--- config.mk ---
export PLATFORM = sky130hd
export DESIGN_NAME = fpgp_port
export DESIGN_NICKNAME = d
export VERILOG_FILES = /design/src/rtl/fpgp_pkg.sv /design/src/rtl/fpgp_sync.sv /design/src/rtl/fpgp_port.sv
export SDC_FILE = /design/constraint.sdc
export NUM_CORES = 1
export LEC_CHECK = 0
export BUFFER_PORTS_ARGS = -buffer_cell sky130_fd_sc_hd__buf_4
export CAP_MARGIN = 20
export CORE_MARGIN = 2
export CORE_UTILIZATION = 45
export CTS_CLUSTER_DIAMETER = 100
export DETAILED_ROUTE_END_ITERATION = 10
export GPL_TIMING_DRIVEN = 0
export PLACE_DENSITY = 0.8
export SLEW_MARGIN = 20
export SYNTH_ARGS = -nofsm -noshare
export SYNTH_HDL_FRONTEND = slang
export SYNTH_HIERARCHICAL = 1
export SYNTH_SLANG_ARGS = --single-unit
--- constraint.sdc ---
create_clock -name aclk -period 2.3 [get_ports aclk]
set_clock_uncertainty 0.15 [all_clocks]
set_input_delay 0.46 -clock aclk [delete_from_list [all_inputs] [get_ports aclk]]
set_output_delay 0.46 -clock aclk [all_outputs]
set_load 0.005 [all_outputs]
--- src/rtl/fpgp_pkg.sv ---
// Operation
// - input pin: data read returns synchronised level
// - output pin: data read returns latch
// - writes load latch; outputs drive latch
// - reset clears latch, pins stay inputs
// - direction bit enables driver, selects read
// - pull-up bit enables pull-up when set
// - output pin forces pull-up off
// - slew bit enables slew limiting when set
// - input pin ignores slew bit
// - drive bit selects low or high drive
package fpgp_pkg;
  localparam logic [7:0] FPGP_IMPL_MASK  = 8'h33;
  localparam logic [7:0] FPGP_RESET_VAL  = 8'h00;
  localparam logic [4:0] FPGP_OFF_DATA   = 5'h00;
  localparam logic [4:0] FPGP_OFF_DIR    = 5'h04;
  localparam logic [4:0] FPGP_OFF_PULLUP = 5'h08;
  localparam logic [4:0] FPGP_OFF_SLEW   = 5'h0C;
  localparam logic [3:0] FPGP_ADDR_W     = 4'h5;
  localparam logic [4:0] FPGP_OFF_DRIVE  = 5'h10;
  localparam logic [1:0] FPGP_RESP_OKAY  = 2'h0;
  localparam logic [1:0] FPGP_RESP_SLVERR = 2'h2;
endpackage : fpgp_pkg

--- src/rtl/fpgp_sync.sv ---
`timescale 1ns/10ps
`default_nettype none
module fpgp_sync (
  input  wire logic       aclk,
  input  wire logic       aresetn,
  input  wire logic [7:0] async_in,
  output logic      [7:0] sync_out
);
  logic [7:0] meta_ff;
  logic [7:0] nxt_meta;
  logic [7:0] nxt_sync;

  always_comb begin
    nxt_meta = aresetn ? async_in : fpgp_pkg::FPGP_RESET_VAL;
    nxt_sync = aresetn ? meta_ff : fpgp_pkg::FPGP_RESET_VAL;
  end

  // first stage feeds only the second
  always_ff @(posedge aclk) begin
    meta_ff  <= nxt_meta;
    sync_out <= nxt_sync;
  end
endmodule : fpgp_sync
`default_nettype wire

--- src/rtl/fpgp_port.sv ---
`timescale 1ns/10ps
`default_nettype none
module fpgp_port (
  input  wire logic        aclk,
  input  wire logic        aresetn,
  input  wire logic [4:0]  s_axi_awaddr,
  input  wire logic [2:0]  s_axi_awprot,
  input  wire logic        s_axi_awvalid,
  output logic             s_axi_awready,
  input  wire logic [31:0] s_axi_wdata,
  input  wire logic [3:0]  s_axi_wstrb,
  input  wire logic        s_axi_wvalid,
  output logic             s_axi_wready,
  output logic [1:0]       s_axi_bresp,
  output logic             s_axi_bvalid,
  input  wire logic        s_axi_bready,
  input  wire logic [4:0]  s_axi_araddr,
  input  wire logic [2:0]  s_axi_arprot,
  input  wire logic        s_axi_arvalid,
  output logic             s_axi_arready,
  output logic [31:0]      s_axi_rdata,
  output logic [1:0]       s_axi_rresp,
  output logic             s_axi_rvalid,
  input  wire logic        s_axi_rready,
  input  wire logic [7:0]  pin_in,
  output logic [7:0]       pin_out,
  output logic [7:0]       pin_oe_n,
  output logic [7:0]       pin_pullup_en,
  output logic [7:0]       pin_slew_en,
  output logic [7:0]       pin_drive_high
);
  localparam logic [7:0] MASK = fpgp_pkg::FPGP_IMPL_MASK;

  logic [7:0]  pin_sync;
  logic [7:0]  port_data_latch_ff, nxt_port_data_latch;
  logic [7:0]  port_direction_ff, nxt_port_direction;
  logic [7:0]  port_pullup_enable_ff, nxt_port_pullup_enable;
  logic [7:0]  port_slew_enable_ff, nxt_port_slew_enable;
  logic [7:0]  port_drive_strength_ff, nxt_port_drive_strength;
  logic        aw_held_ff, nxt_aw_held;
  logic        w_held_ff, nxt_w_held;
  logic [4:0]  awaddr_ff, nxt_awaddr;
  logic [7:0]  wbyte_ff, nxt_wbyte;
  logic        wlane_ff, nxt_wlane;
  logic        bvalid_ff, nxt_bvalid;
  logic [1:0]  bresp_ff, nxt_bresp;
  logic        rvalid_ff, nxt_rvalid;
  logic [1:0]  rresp_ff, nxt_rresp;
  logic [31:0] rdata_ff, nxt_rdata;
  logic        do_write;
  logic [7:0]  wr_val;
  logic [7:0]  rd_val;
  logic        rd_hit;

  fpgp_sync u_sync (
    .aclk     (aclk),
    .aresetn  (aresetn),
    .async_in (pin_in),
    .sync_out (pin_sync)
  );

  ////////////////////////////////////////////////////////////////////////////
  // write channel: address and data taken in either order
  assign s_axi_awready = ~aw_held_ff & ~bvalid_ff;
  assign s_axi_wready  = ~w_held_ff & ~bvalid_ff;
  assign do_write      = aw_held_ff & w_held_ff & ~bvalid_ff;
  assign wr_val        = wbyte_ff & MASK;

  always_comb begin
    nxt_aw_held = aw_held_ff;
    nxt_w_held  = w_held_ff;
    nxt_awaddr  = awaddr_ff;
    nxt_wbyte   = wbyte_ff;
    nxt_wlane   = wlane_ff;
    nxt_bvalid  = bvalid_ff;
    nxt_bresp   = bresp_ff;
    if (s_axi_awvalid && s_axi_awready) begin
      nxt_aw_held = 1'b1;
      nxt_awaddr  = s_axi_awaddr;
    end
    if (s_axi_wvalid && s_axi_wready) begin
      nxt_w_held = 1'b1;
      nxt_wbyte  = s_axi_wdata[7:0];
      nxt_wlane  = s_axi_wstrb[0];
    end
    if (do_write) begin
      nxt_aw_held = 1'b0;
      nxt_w_held  = 1'b0;
      nxt_bvalid  = 1'b1;
      nxt_bresp   = (awaddr_ff > fpgp_pkg::FPGP_OFF_DRIVE[4:0] || awaddr_ff[1:0] != 2'h0)
                    ? fpgp_pkg::FPGP_RESP_SLVERR : fpgp_pkg::FPGP_RESP_OKAY;
    end else if (bvalid_ff && s_axi_bready) begin
      nxt_bvalid = 1'b0;
    end
    if (!aresetn) begin
      nxt_aw_held = 1'b0;
      nxt_w_held  = 1'b0;
      nxt_awaddr  = 5'h00;
      nxt_wbyte   = 8'h00;
      nxt_wlane   = 1'b0;
      nxt_bvalid  = 1'b0;
      nxt_bresp   = 2'h0;
    end
  end

  always_ff @(posedge aclk) begin
    aw_held_ff <= nxt_aw_held;
    w_held_ff  <= nxt_w_held;
    awaddr_ff  <= nxt_awaddr;
    wbyte_ff   <= nxt_wbyte;
    wlane_ff   <= nxt_wlane;
    bvalid_ff  <= nxt_bvalid;
    bresp_ff   <= nxt_bresp;
  end

  assign s_axi_bvalid = bvalid_ff;
  assign s_axi_bresp  = bresp_ff;

  ////////////////////////////////////////////////////////////////////////////
  // port registers
  always_comb begin
    nxt_port_data_latch     = port_data_latch_ff;
    nxt_port_direction      = port_direction_ff;
    nxt_port_pullup_enable  = port_pullup_enable_ff;
    nxt_port_slew_enable    = port_slew_enable_ff;
    nxt_port_drive_strength = port_drive_strength_ff;
    // lane 0 strobe gates the byte; other lanes carry nothing
    if (do_write && wlane_ff) begin
      if (awaddr_ff == fpgp_pkg::FPGP_OFF_DATA) begin
        nxt_port_data_latch = wr_val;
      end else if (awaddr_ff == fpgp_pkg::FPGP_OFF_DIR) begin
        nxt_port_direction = wr_val;
      end else if (awaddr_ff == fpgp_pkg::FPGP_OFF_PULLUP) begin
        nxt_port_pullup_enable = wr_val;
      end else if (awaddr_ff == fpgp_pkg::FPGP_OFF_SLEW) begin
        nxt_port_slew_enable = wr_val;
      end else if (awaddr_ff == fpgp_pkg::FPGP_OFF_DRIVE[4:0]) begin
        nxt_port_drive_strength = wr_val;
      end
    end
    if (!aresetn) begin
      nxt_port_data_latch     = fpgp_pkg::FPGP_RESET_VAL;
      nxt_port_direction      = fpgp_pkg::FPGP_RESET_VAL;
      nxt_port_pullup_enable  = fpgp_pkg::FPGP_RESET_VAL;
      nxt_port_slew_enable    = fpgp_pkg::FPGP_RESET_VAL;
      nxt_port_drive_strength = fpgp_pkg::FPGP_RESET_VAL;
    end
  end

  always_ff @(posedge aclk) begin
    port_data_latch_ff     <= nxt_port_data_latch;
    port_direction_ff      <= nxt_port_direction;
    port_pullup_enable_ff  <= nxt_port_pullup_enable;
    port_slew_enable_ff    <= nxt_port_slew_enable;
    port_drive_strength_ff <= nxt_port_drive_strength;
  end

  ////////////////////////////////////////////////////////////////////////////
  // pad controls, all straight from flops; MASK on all but pin_out, direction gates pin_out, pull-up and slew
  assign pin_out        = port_data_latch_ff & port_direction_ff;
  assign pin_oe_n       = ~(port_direction_ff & MASK);
  assign pin_pullup_en  = port_pullup_enable_ff & ~port_direction_ff & MASK;
  assign pin_slew_en    = port_slew_enable_ff & port_direction_ff & MASK;
  assign pin_drive_high = port_drive_strength_ff & MASK;

  ////////////////////////////////////////////////////////////////////////////
  // read channel: one cycle to rvalid
  assign s_axi_arready = ~rvalid_ff;

  always_comb begin
    rd_val = 8'h00;
    rd_hit = 1'b1;
    if (s_axi_araddr == fpgp_pkg::FPGP_OFF_DATA) begin
      // latch for outputs, synchronised pin for inputs
      rd_val = (port_direction_ff & port_data_latch_ff) | (~port_direction_ff & pin_sync);
    end else if (s_axi_araddr == fpgp_pkg::FPGP_OFF_DIR) begin
      rd_val = port_direction_ff;
    end else if (s_axi_araddr == fpgp_pkg::FPGP_OFF_PULLUP) begin
      rd_val = port_pullup_enable_ff;
    end else if (s_axi_araddr == fpgp_pkg::FPGP_OFF_SLEW) begin
      rd_val = port_slew_enable_ff;
    end else if (s_axi_araddr == fpgp_pkg::FPGP_OFF_DRIVE[4:0]) begin
      rd_val = port_drive_strength_ff;
    end else begin
      rd_hit = 1'b0;
    end
  end

  always_comb begin
    nxt_rvalid = rvalid_ff;
    nxt_rresp  = rresp_ff;
    nxt_rdata  = rdata_ff;
    if (s_axi_arvalid && s_axi_arready) begin
      nxt_rvalid = 1'b1;
      nxt_rdata  = {24'h000000, rd_val & MASK};
      nxt_rresp  = rd_hit ? fpgp_pkg::FPGP_RESP_OKAY : fpgp_pkg::FPGP_RESP_SLVERR;
    end else if (rvalid_ff && s_axi_rready) begin
      nxt_rvalid = 1'b0;
    end
    if (!aresetn) begin
      nxt_rvalid = 1'b0;
      nxt_rresp  = 2'h0;
      nxt_rdata  = 32'h00000000;
    end
  end

  always_ff @(posedge aclk) begin
    rvalid_ff <= nxt_rvalid;
    rresp_ff  <= nxt_rresp;
    rdata_ff  <= nxt_rdata;
  end

  assign s_axi_rvalid = rvalid_ff;
  assign s_axi_rresp  = rresp_ff;
  assign s_axi_rdata  = rdata_ff;

  ////////////////////////////////////////////////////////////////////////////
  // checks
  property p_unused_zero;
    @(posedge aclk) disable iff (!aresetn)
      ((port_data_latch_ff | port_direction_ff | port_pullup_enable_ff |
        port_slew_enable_ff | port_drive_strength_ff) & ~MASK) == 8'h00;
  endproperty
  a_unused_zero: assert property (p_unused_zero) else $error("unused bit holds state");

  property p_read_zero_top;
    @(posedge aclk) disable iff (!aresetn)
      s_axi_rvalid |-> s_axi_rdata[31:6] == 26'h0 && s_axi_rdata[3:2] == 2'h0;
  endproperty
  a_read_zero_top: assert property (p_read_zero_top) else $error("unused read bits nonzero");

  property p_data_write;
    @(posedge aclk) disable iff (!aresetn)
      (do_write && wlane_ff && awaddr_ff == fpgp_pkg::FPGP_OFF_DATA)
        |=> port_data_latch_ff == ($past(wbyte_ff) & MASK);
  endproperty
  a_data_write: assert property (p_data_write) else $error("latch not updated");

  // control writes reach the pads one edge after do_write
  property p_dir_write;
    @(posedge aclk) disable iff (!aresetn)
      (do_write && wlane_ff && awaddr_ff == fpgp_pkg::FPGP_OFF_DIR)
        |=> pin_oe_n == ~($past(wbyte_ff) & MASK);
  endproperty
  a_dir_write: assert property (p_dir_write) else $error("direction not applied");

  property p_pullup_write;
    @(posedge aclk) disable iff (!aresetn)
      (do_write && wlane_ff && awaddr_ff == fpgp_pkg::FPGP_OFF_PULLUP)
        |=> pin_pullup_en == ($past(wbyte_ff) & MASK & ~port_direction_ff);
  endproperty
  a_pullup_write: assert property (p_pullup_write) else $error("pull-up not applied");

  property p_slew_write;
    @(posedge aclk) disable iff (!aresetn)
      (do_write && wlane_ff && awaddr_ff == fpgp_pkg::FPGP_OFF_SLEW)
        |=> pin_slew_en == ($past(wbyte_ff) & MASK & port_direction_ff);
  endproperty
  a_slew_write: assert property (p_slew_write) else $error("slew not applied");

  property p_drive_write;
    @(posedge aclk) disable iff (!aresetn)
      (do_write && wlane_ff && awaddr_ff == fpgp_pkg::FPGP_OFF_DRIVE)
        |=> pin_drive_high == ($past(wbyte_ff) & MASK);
  endproperty
  a_drive_write: assert property (p_drive_write) else $error("drive not applied");

  property p_out_drive;
    @(posedge aclk) disable iff (!aresetn)
      (pin_out & ~pin_oe_n) == (port_data_latch_ff & ~pin_oe_n);
  endproperty
  a_out_drive: assert property (p_out_drive) else $error("driven level wrong");

  property p_reset_clear;
    @(posedge aclk) !aresetn |=> port_data_latch_ff == 8'h00 && pin_oe_n == 8'hFF && pin_pullup_en == 8'h00;
  endproperty
  a_reset_clear: assert property (p_reset_clear) else $error("reset state wrong");

  property p_pullup_gate;
    @(posedge aclk) disable iff (!aresetn)
      (pin_pullup_en & port_direction_ff) == 8'h00 && (pin_pullup_en == (port_pullup_enable_ff & ~port_direction_ff & MASK));
  endproperty
  a_pullup_gate: assert property (p_pullup_gate) else $error("pull-up on output pin");

  property p_slew_gate;
    @(posedge aclk) disable iff (!aresetn)
      (pin_slew_en & ~port_direction_ff) == 8'h00;
  endproperty
  a_slew_gate: assert property (p_slew_gate) else $error("slew on input pin");

  property p_read_out;
    @(posedge aclk) disable iff (!aresetn)
      (s_axi_arvalid && s_axi_arready && s_axi_araddr == fpgp_pkg::FPGP_OFF_DATA)
        |=> s_axi_rdata[7:0] == (($past(port_direction_ff) & $past(port_data_latch_ff) |
                                  ~$past(port_direction_ff) & $past(pin_sync)) & MASK);
  endproperty
  a_read_out: assert property (p_read_out) else $error("data read wrong");

  property p_read_pin;
    @(posedge aclk) disable iff (!aresetn)
      (s_axi_arvalid && s_axi_arready && s_axi_araddr == fpgp_pkg::FPGP_OFF_DATA)
        |=> ((s_axi_rdata[7:0] ^ $past(pin_sync)) & ~$past(port_direction_ff) & MASK) == 8'h00;
  endproperty
  a_read_pin: assert property (p_read_pin) else $error("input pin level not read");

  property p_bresp_follow;
    @(posedge aclk) disable iff (!aresetn)
      do_write |=> s_axi_bvalid && !s_axi_awready && !s_axi_wready;
  endproperty
  a_bresp_follow: assert property (p_bresp_follow) else $error("write not answered");
endmodule : fpgp_port
`default_nettype wire

-- Yosys cells after proc, flatten, opt, wreduce, memory -nomap -nowiden
Cells that the tools add are included.
- register bits: 56
- input bits: 67
- output and inout port bits: 81
- word-level logic and storage cells: 79
- $lt $le $gt $ge: 1
- eq/ne operators: 8
- muxes and demuxes: 16
- bitwise gates (word level): 19
- reduce and logical (&&, ||, !) cells: 18
- operator list (kind ; count):
    6-bit 2-to-1 mux ; 5
    6-bit bitwise AND ; 4
    5-bit by 4-bit == test with 1-bit output (second input constant) ; 4
    5-bit by 3-bit == test with 1-bit output (second input constant) ; 2
    5-bit == test (second input constant) ; 2
    5-bit logical NOT ; 2
    1-bit 2-to-1 mux ; 9
    1-bit inverter ; 9
    6-bit inverter with 8-bit output ; 1
    1-bit logical AND ; 6
    6-bit bitwise OR ; 1
    6-bit AND reduction ; 1
    2-bit nonzero test ; 3
    5-bit greater-than comparator (second input constant) ; 1
    5-bit AND reduction ; 1
    1-bit bitwise AND ; 4
    2-bit 2-to-1 mux ; 2
    4-bit AND reduction ; 1
    3-bit AND reduction ; 1
    2-bit AND reduction ; 1
    2-bit OR reduction ; 1
    1-bit logical OR ; 1

-- Longest topological paths before layout
- depth in word-level cells: 7
- depth in mapped cells: 5
- mapped depth without buffers: 4

-- Modules after synthesis
Netlist, hierarchy kept.
- modules (own cells, without submodules) (module ; instances ; cells each ; area each (µm²) ; sequential area each (µm²)):
    fpgp_port ; 1 ; 257 ; 2347.3 ; 800.8
    fpgp_sync ; 1 ; 33 ; 446.7 ; 320.3

-- Worst setup path after synthesis
No wires, ideal clock.
- path type: input port to flip-flop
- start point: input s_axi_araddr[1]
- end point: register rdata_ff[5], in the netlist s_axi_rdata[5]
- library setup time: 0.086 ns
- arrival time: 1.560 ns
- data required time: 2.064 ns
- path slack: 0.504 ns
- stages: 3
- path buffers: 0
- cell sequence: or2_2 > or4_1 > a221oi_2
- longest elaborated chain between the ends: 6
- elaborated cells between the ends (all ways): 10
- classes of those cells: 4 x eq/ne; 5 x mux; 1 x reduce/logical
- ends and longest elaborated chain (what ; line ; text):
    start, declared ; fpgp_port.sv:17 ; input wire logic [4:0] s_axi_araddr,
    5-bit == test ; fpgp_port.sv:182 ; end else if (s_axi_araddr == fpgp_pkg::FPGP_OFF_DRIVE[4:0]) begin
    6-bit 2-to-1 mux ; fpgp_port.sv:182 ;
    6-bit 2-to-1 mux ; fpgp_port.sv:180 ; end else if (s_axi_araddr == fpgp_pkg::FPGP_OFF_SLEW) begin
    6-bit 2-to-1 mux ; fpgp_port.sv:178 ; end else if (s_axi_araddr == fpgp_pkg::FPGP_OFF_PULLUP) begin
    6-bit 2-to-1 mux ; fpgp_port.sv:176 ; end else if (s_axi_araddr == fpgp_pkg::FPGP_OFF_DIR) begin
    6-bit 2-to-1 mux (*) ; fpgp_port.sv:173 ; if (s_axi_araddr == fpgp_pkg::FPGP_OFF_DATA) begin
    end signal, assigned ; fpgp_port.sv:210 ; rdata_ff <= nxt_rdata;
    end, declared ; fpgp_port.sv:49 ; logic [31:0] rdata_ff, nxt_rdata;
Mark *: on every way between the ends. The rest lies on a longest branch, timed or not.
A chain may end at the register's enable or synchronous reset.

-- Final worst setup path
- start point: input s_axi_araddr[1]
- end point: register rdata_ff[4], in the netlist s_axi_rdata[4]
Same word-level chain as after synthesis.

==> out/metrics.cfg <==
[power]
leakage_nw = 1.54
net-switching-power_mw = 0.408
power_density_nw_per_um2 = 485
vdd_drop_max_v = 0.000315
power.internal_mw = 1.21
power_mw = 1.62
clkPwrFrac_pct = 29.3
switching_share_pct = 25.2
seqPwrFrac_pct = 54.5
comb_power_share_pct = 16.2

[setup_path]
critPathLaunchType = input pin
critPathKind = in -> reg
crit_fanout = 6
cp.arrival_ns = 1.98
cp_slowest_stage_delay_ns = 0.50
crit_chain = buf_4 > or2_2 > nor3_1 > nor3b_2 > a221oi_1
cp_data_required_time_ns = 2.31
critPathSlowestCell = nor3_1
end_kind = flop

[global_route]
grt_use_total_pct = 17.2
grt_max_degree = 15
grt_pass1_wl_microns = 8500
antenna_found_initial = 0
grt_overflow_total = 0
grt_pass1_vias = 1707

[sta]
report.final.slew_viol_count = 0
fmax_mhz = 508
final.setup.tns_ns = 0
final_hold_viol_count = 0
holdWs_ns = 0.233
maxSlewHeadroom_pct = 58.6
finalSetupViolations = 0
worstMarginPinSlew_ns = 0.617
min_period_ns = 1.97
fin_crit_sh_pct = 85.7
rsz0062_at_grt = no

[layout]
largest_reg_flops = 5
drive_gt1_share_pct = 34.6
n_antenna_cell = 0
final_common_cell = buf_4
largest_register = awaddr_ff
fin_nets = 451
areaGrowthSynthToFinish_pct = 29.7
final_cell_mix = 105 x buf_4, 50 x conb_1, 48 x dfxtp_1

[clocking]
cts.sinks = 48
htree_levels = 2
cts-root-to-sink-buffers = 2
holdBufCountCts = 0
cts_buffers = 5
cts_root_buf = clkbuf_8
post_cts_buffers = 0
ctsResizeCount = 0
clkLatencyLatePin_ns = 0.30
cts_tree = done
clk_pin_slew_ns = 0.08

[routing]
first_iter_violations = 153
routed_wirelength_microns = 5540
drt-pass1-iter-count = 4
vias_per_cell = 4.56
drc = 0
post_drt_wl_per_cell_microns = 12.2
vias = 2080
drtAntennaViolNets = 0

[synthesis]
ys_warn_count = 6
netlist_area_sq_um = 2580
syn_area_per_cell_sq_um = 9.40
syn_inst = 274

[die]
die_w_microns = 79.7
die_h_microns = 79.7
fp.coreArea_sq_um = 5510
start_util_pct = 46.8
ios = 148
die-area_sq_um = 6350
rows = 27

[place]
gp_congestion = 0.885
dpl.hpwl_microns = 4340
io_buffers = 55

[hold_path]
hp-class = in -> reg

[status]
status = completed

[job]
drv_cap = 0

## per-layer routing
metal / part of all wire (%) / global-route usage [%] / vias to the layer above
met5: 0 / 0 / -
met4: 0.76 / 4.14 / 0
met3: 9.9 / 4.52 / 6
met2: 46 / 27.5 / 98
met1: 43 / 23.1 / 923
li1: - / - / 1053
## final cells by class
type / instances / area [sq um]
Fill cell: 486 / 2170
Multi-Input combinational cell: 209 / 1340
Sequential cell: 48 / 961
Buffer: 59 / 433
Timing Repair Buffer: 55 / 413
Tap cell: 72 / 90.1
Clock buffer: 5 / 68.8
Inverter: 6 / 22.5
Clock inverter: 2 / 12.5
## final timing paths
| check | startpoint | to | slack, ns | cells past startpoint |
|---|---|---|---|---|
| min | pin_in[5] | u_sync/meta_ff[5] | 0.23 | 2 |
| max reg2reg | s_axi_bvalid | port_pullup_enable_ff[5] | 0.47 | 5 |
| min reg2reg | u_sync/meta_ff[1] | u_sync/sync_out[1] | 0.29 | 1 |
| max | s_axi_araddr[1] | s_axi_rdata[4] | 0.33 | 5 |
## stage by stage
stage / util (%) / setup slack (ns) / area (sq um) / cells
2_1_floorplan: - / 0.504 / 2760 / 322
3_3_place_gp: 59.2 / 0.207 / 3260 / 449
3_5_place_dp: 59.2 / 0.126 / 3260 / 449
4_1_cts: 60.7 / 0.412 / 3340 / 456
5_1_grt: 60.7 / 0.236 / 3340 / 456
6_report: 60.7 / 0.330 / 3340 / 456
## power by group through the flow
stage                     sequential, mW  combinational (mW)  clock [mW]
after floorplan                    0.897               0.185           0
after global placement             0.901               0.254           0
after CTS                          0.883               0.259       0.487
final                              0.883               0.263       0.476
after detailed placement           0.902               0.257           0
after global routing               0.887               0.289       0.523
## worst max-delay path: cells and delay by family
kind,cells,cell delay [ns]
simple gates,3,1.27
compound gates,1,0.14
buf+inv,1,0.10
Note: power is estimated with default switching activity, not from simulation.
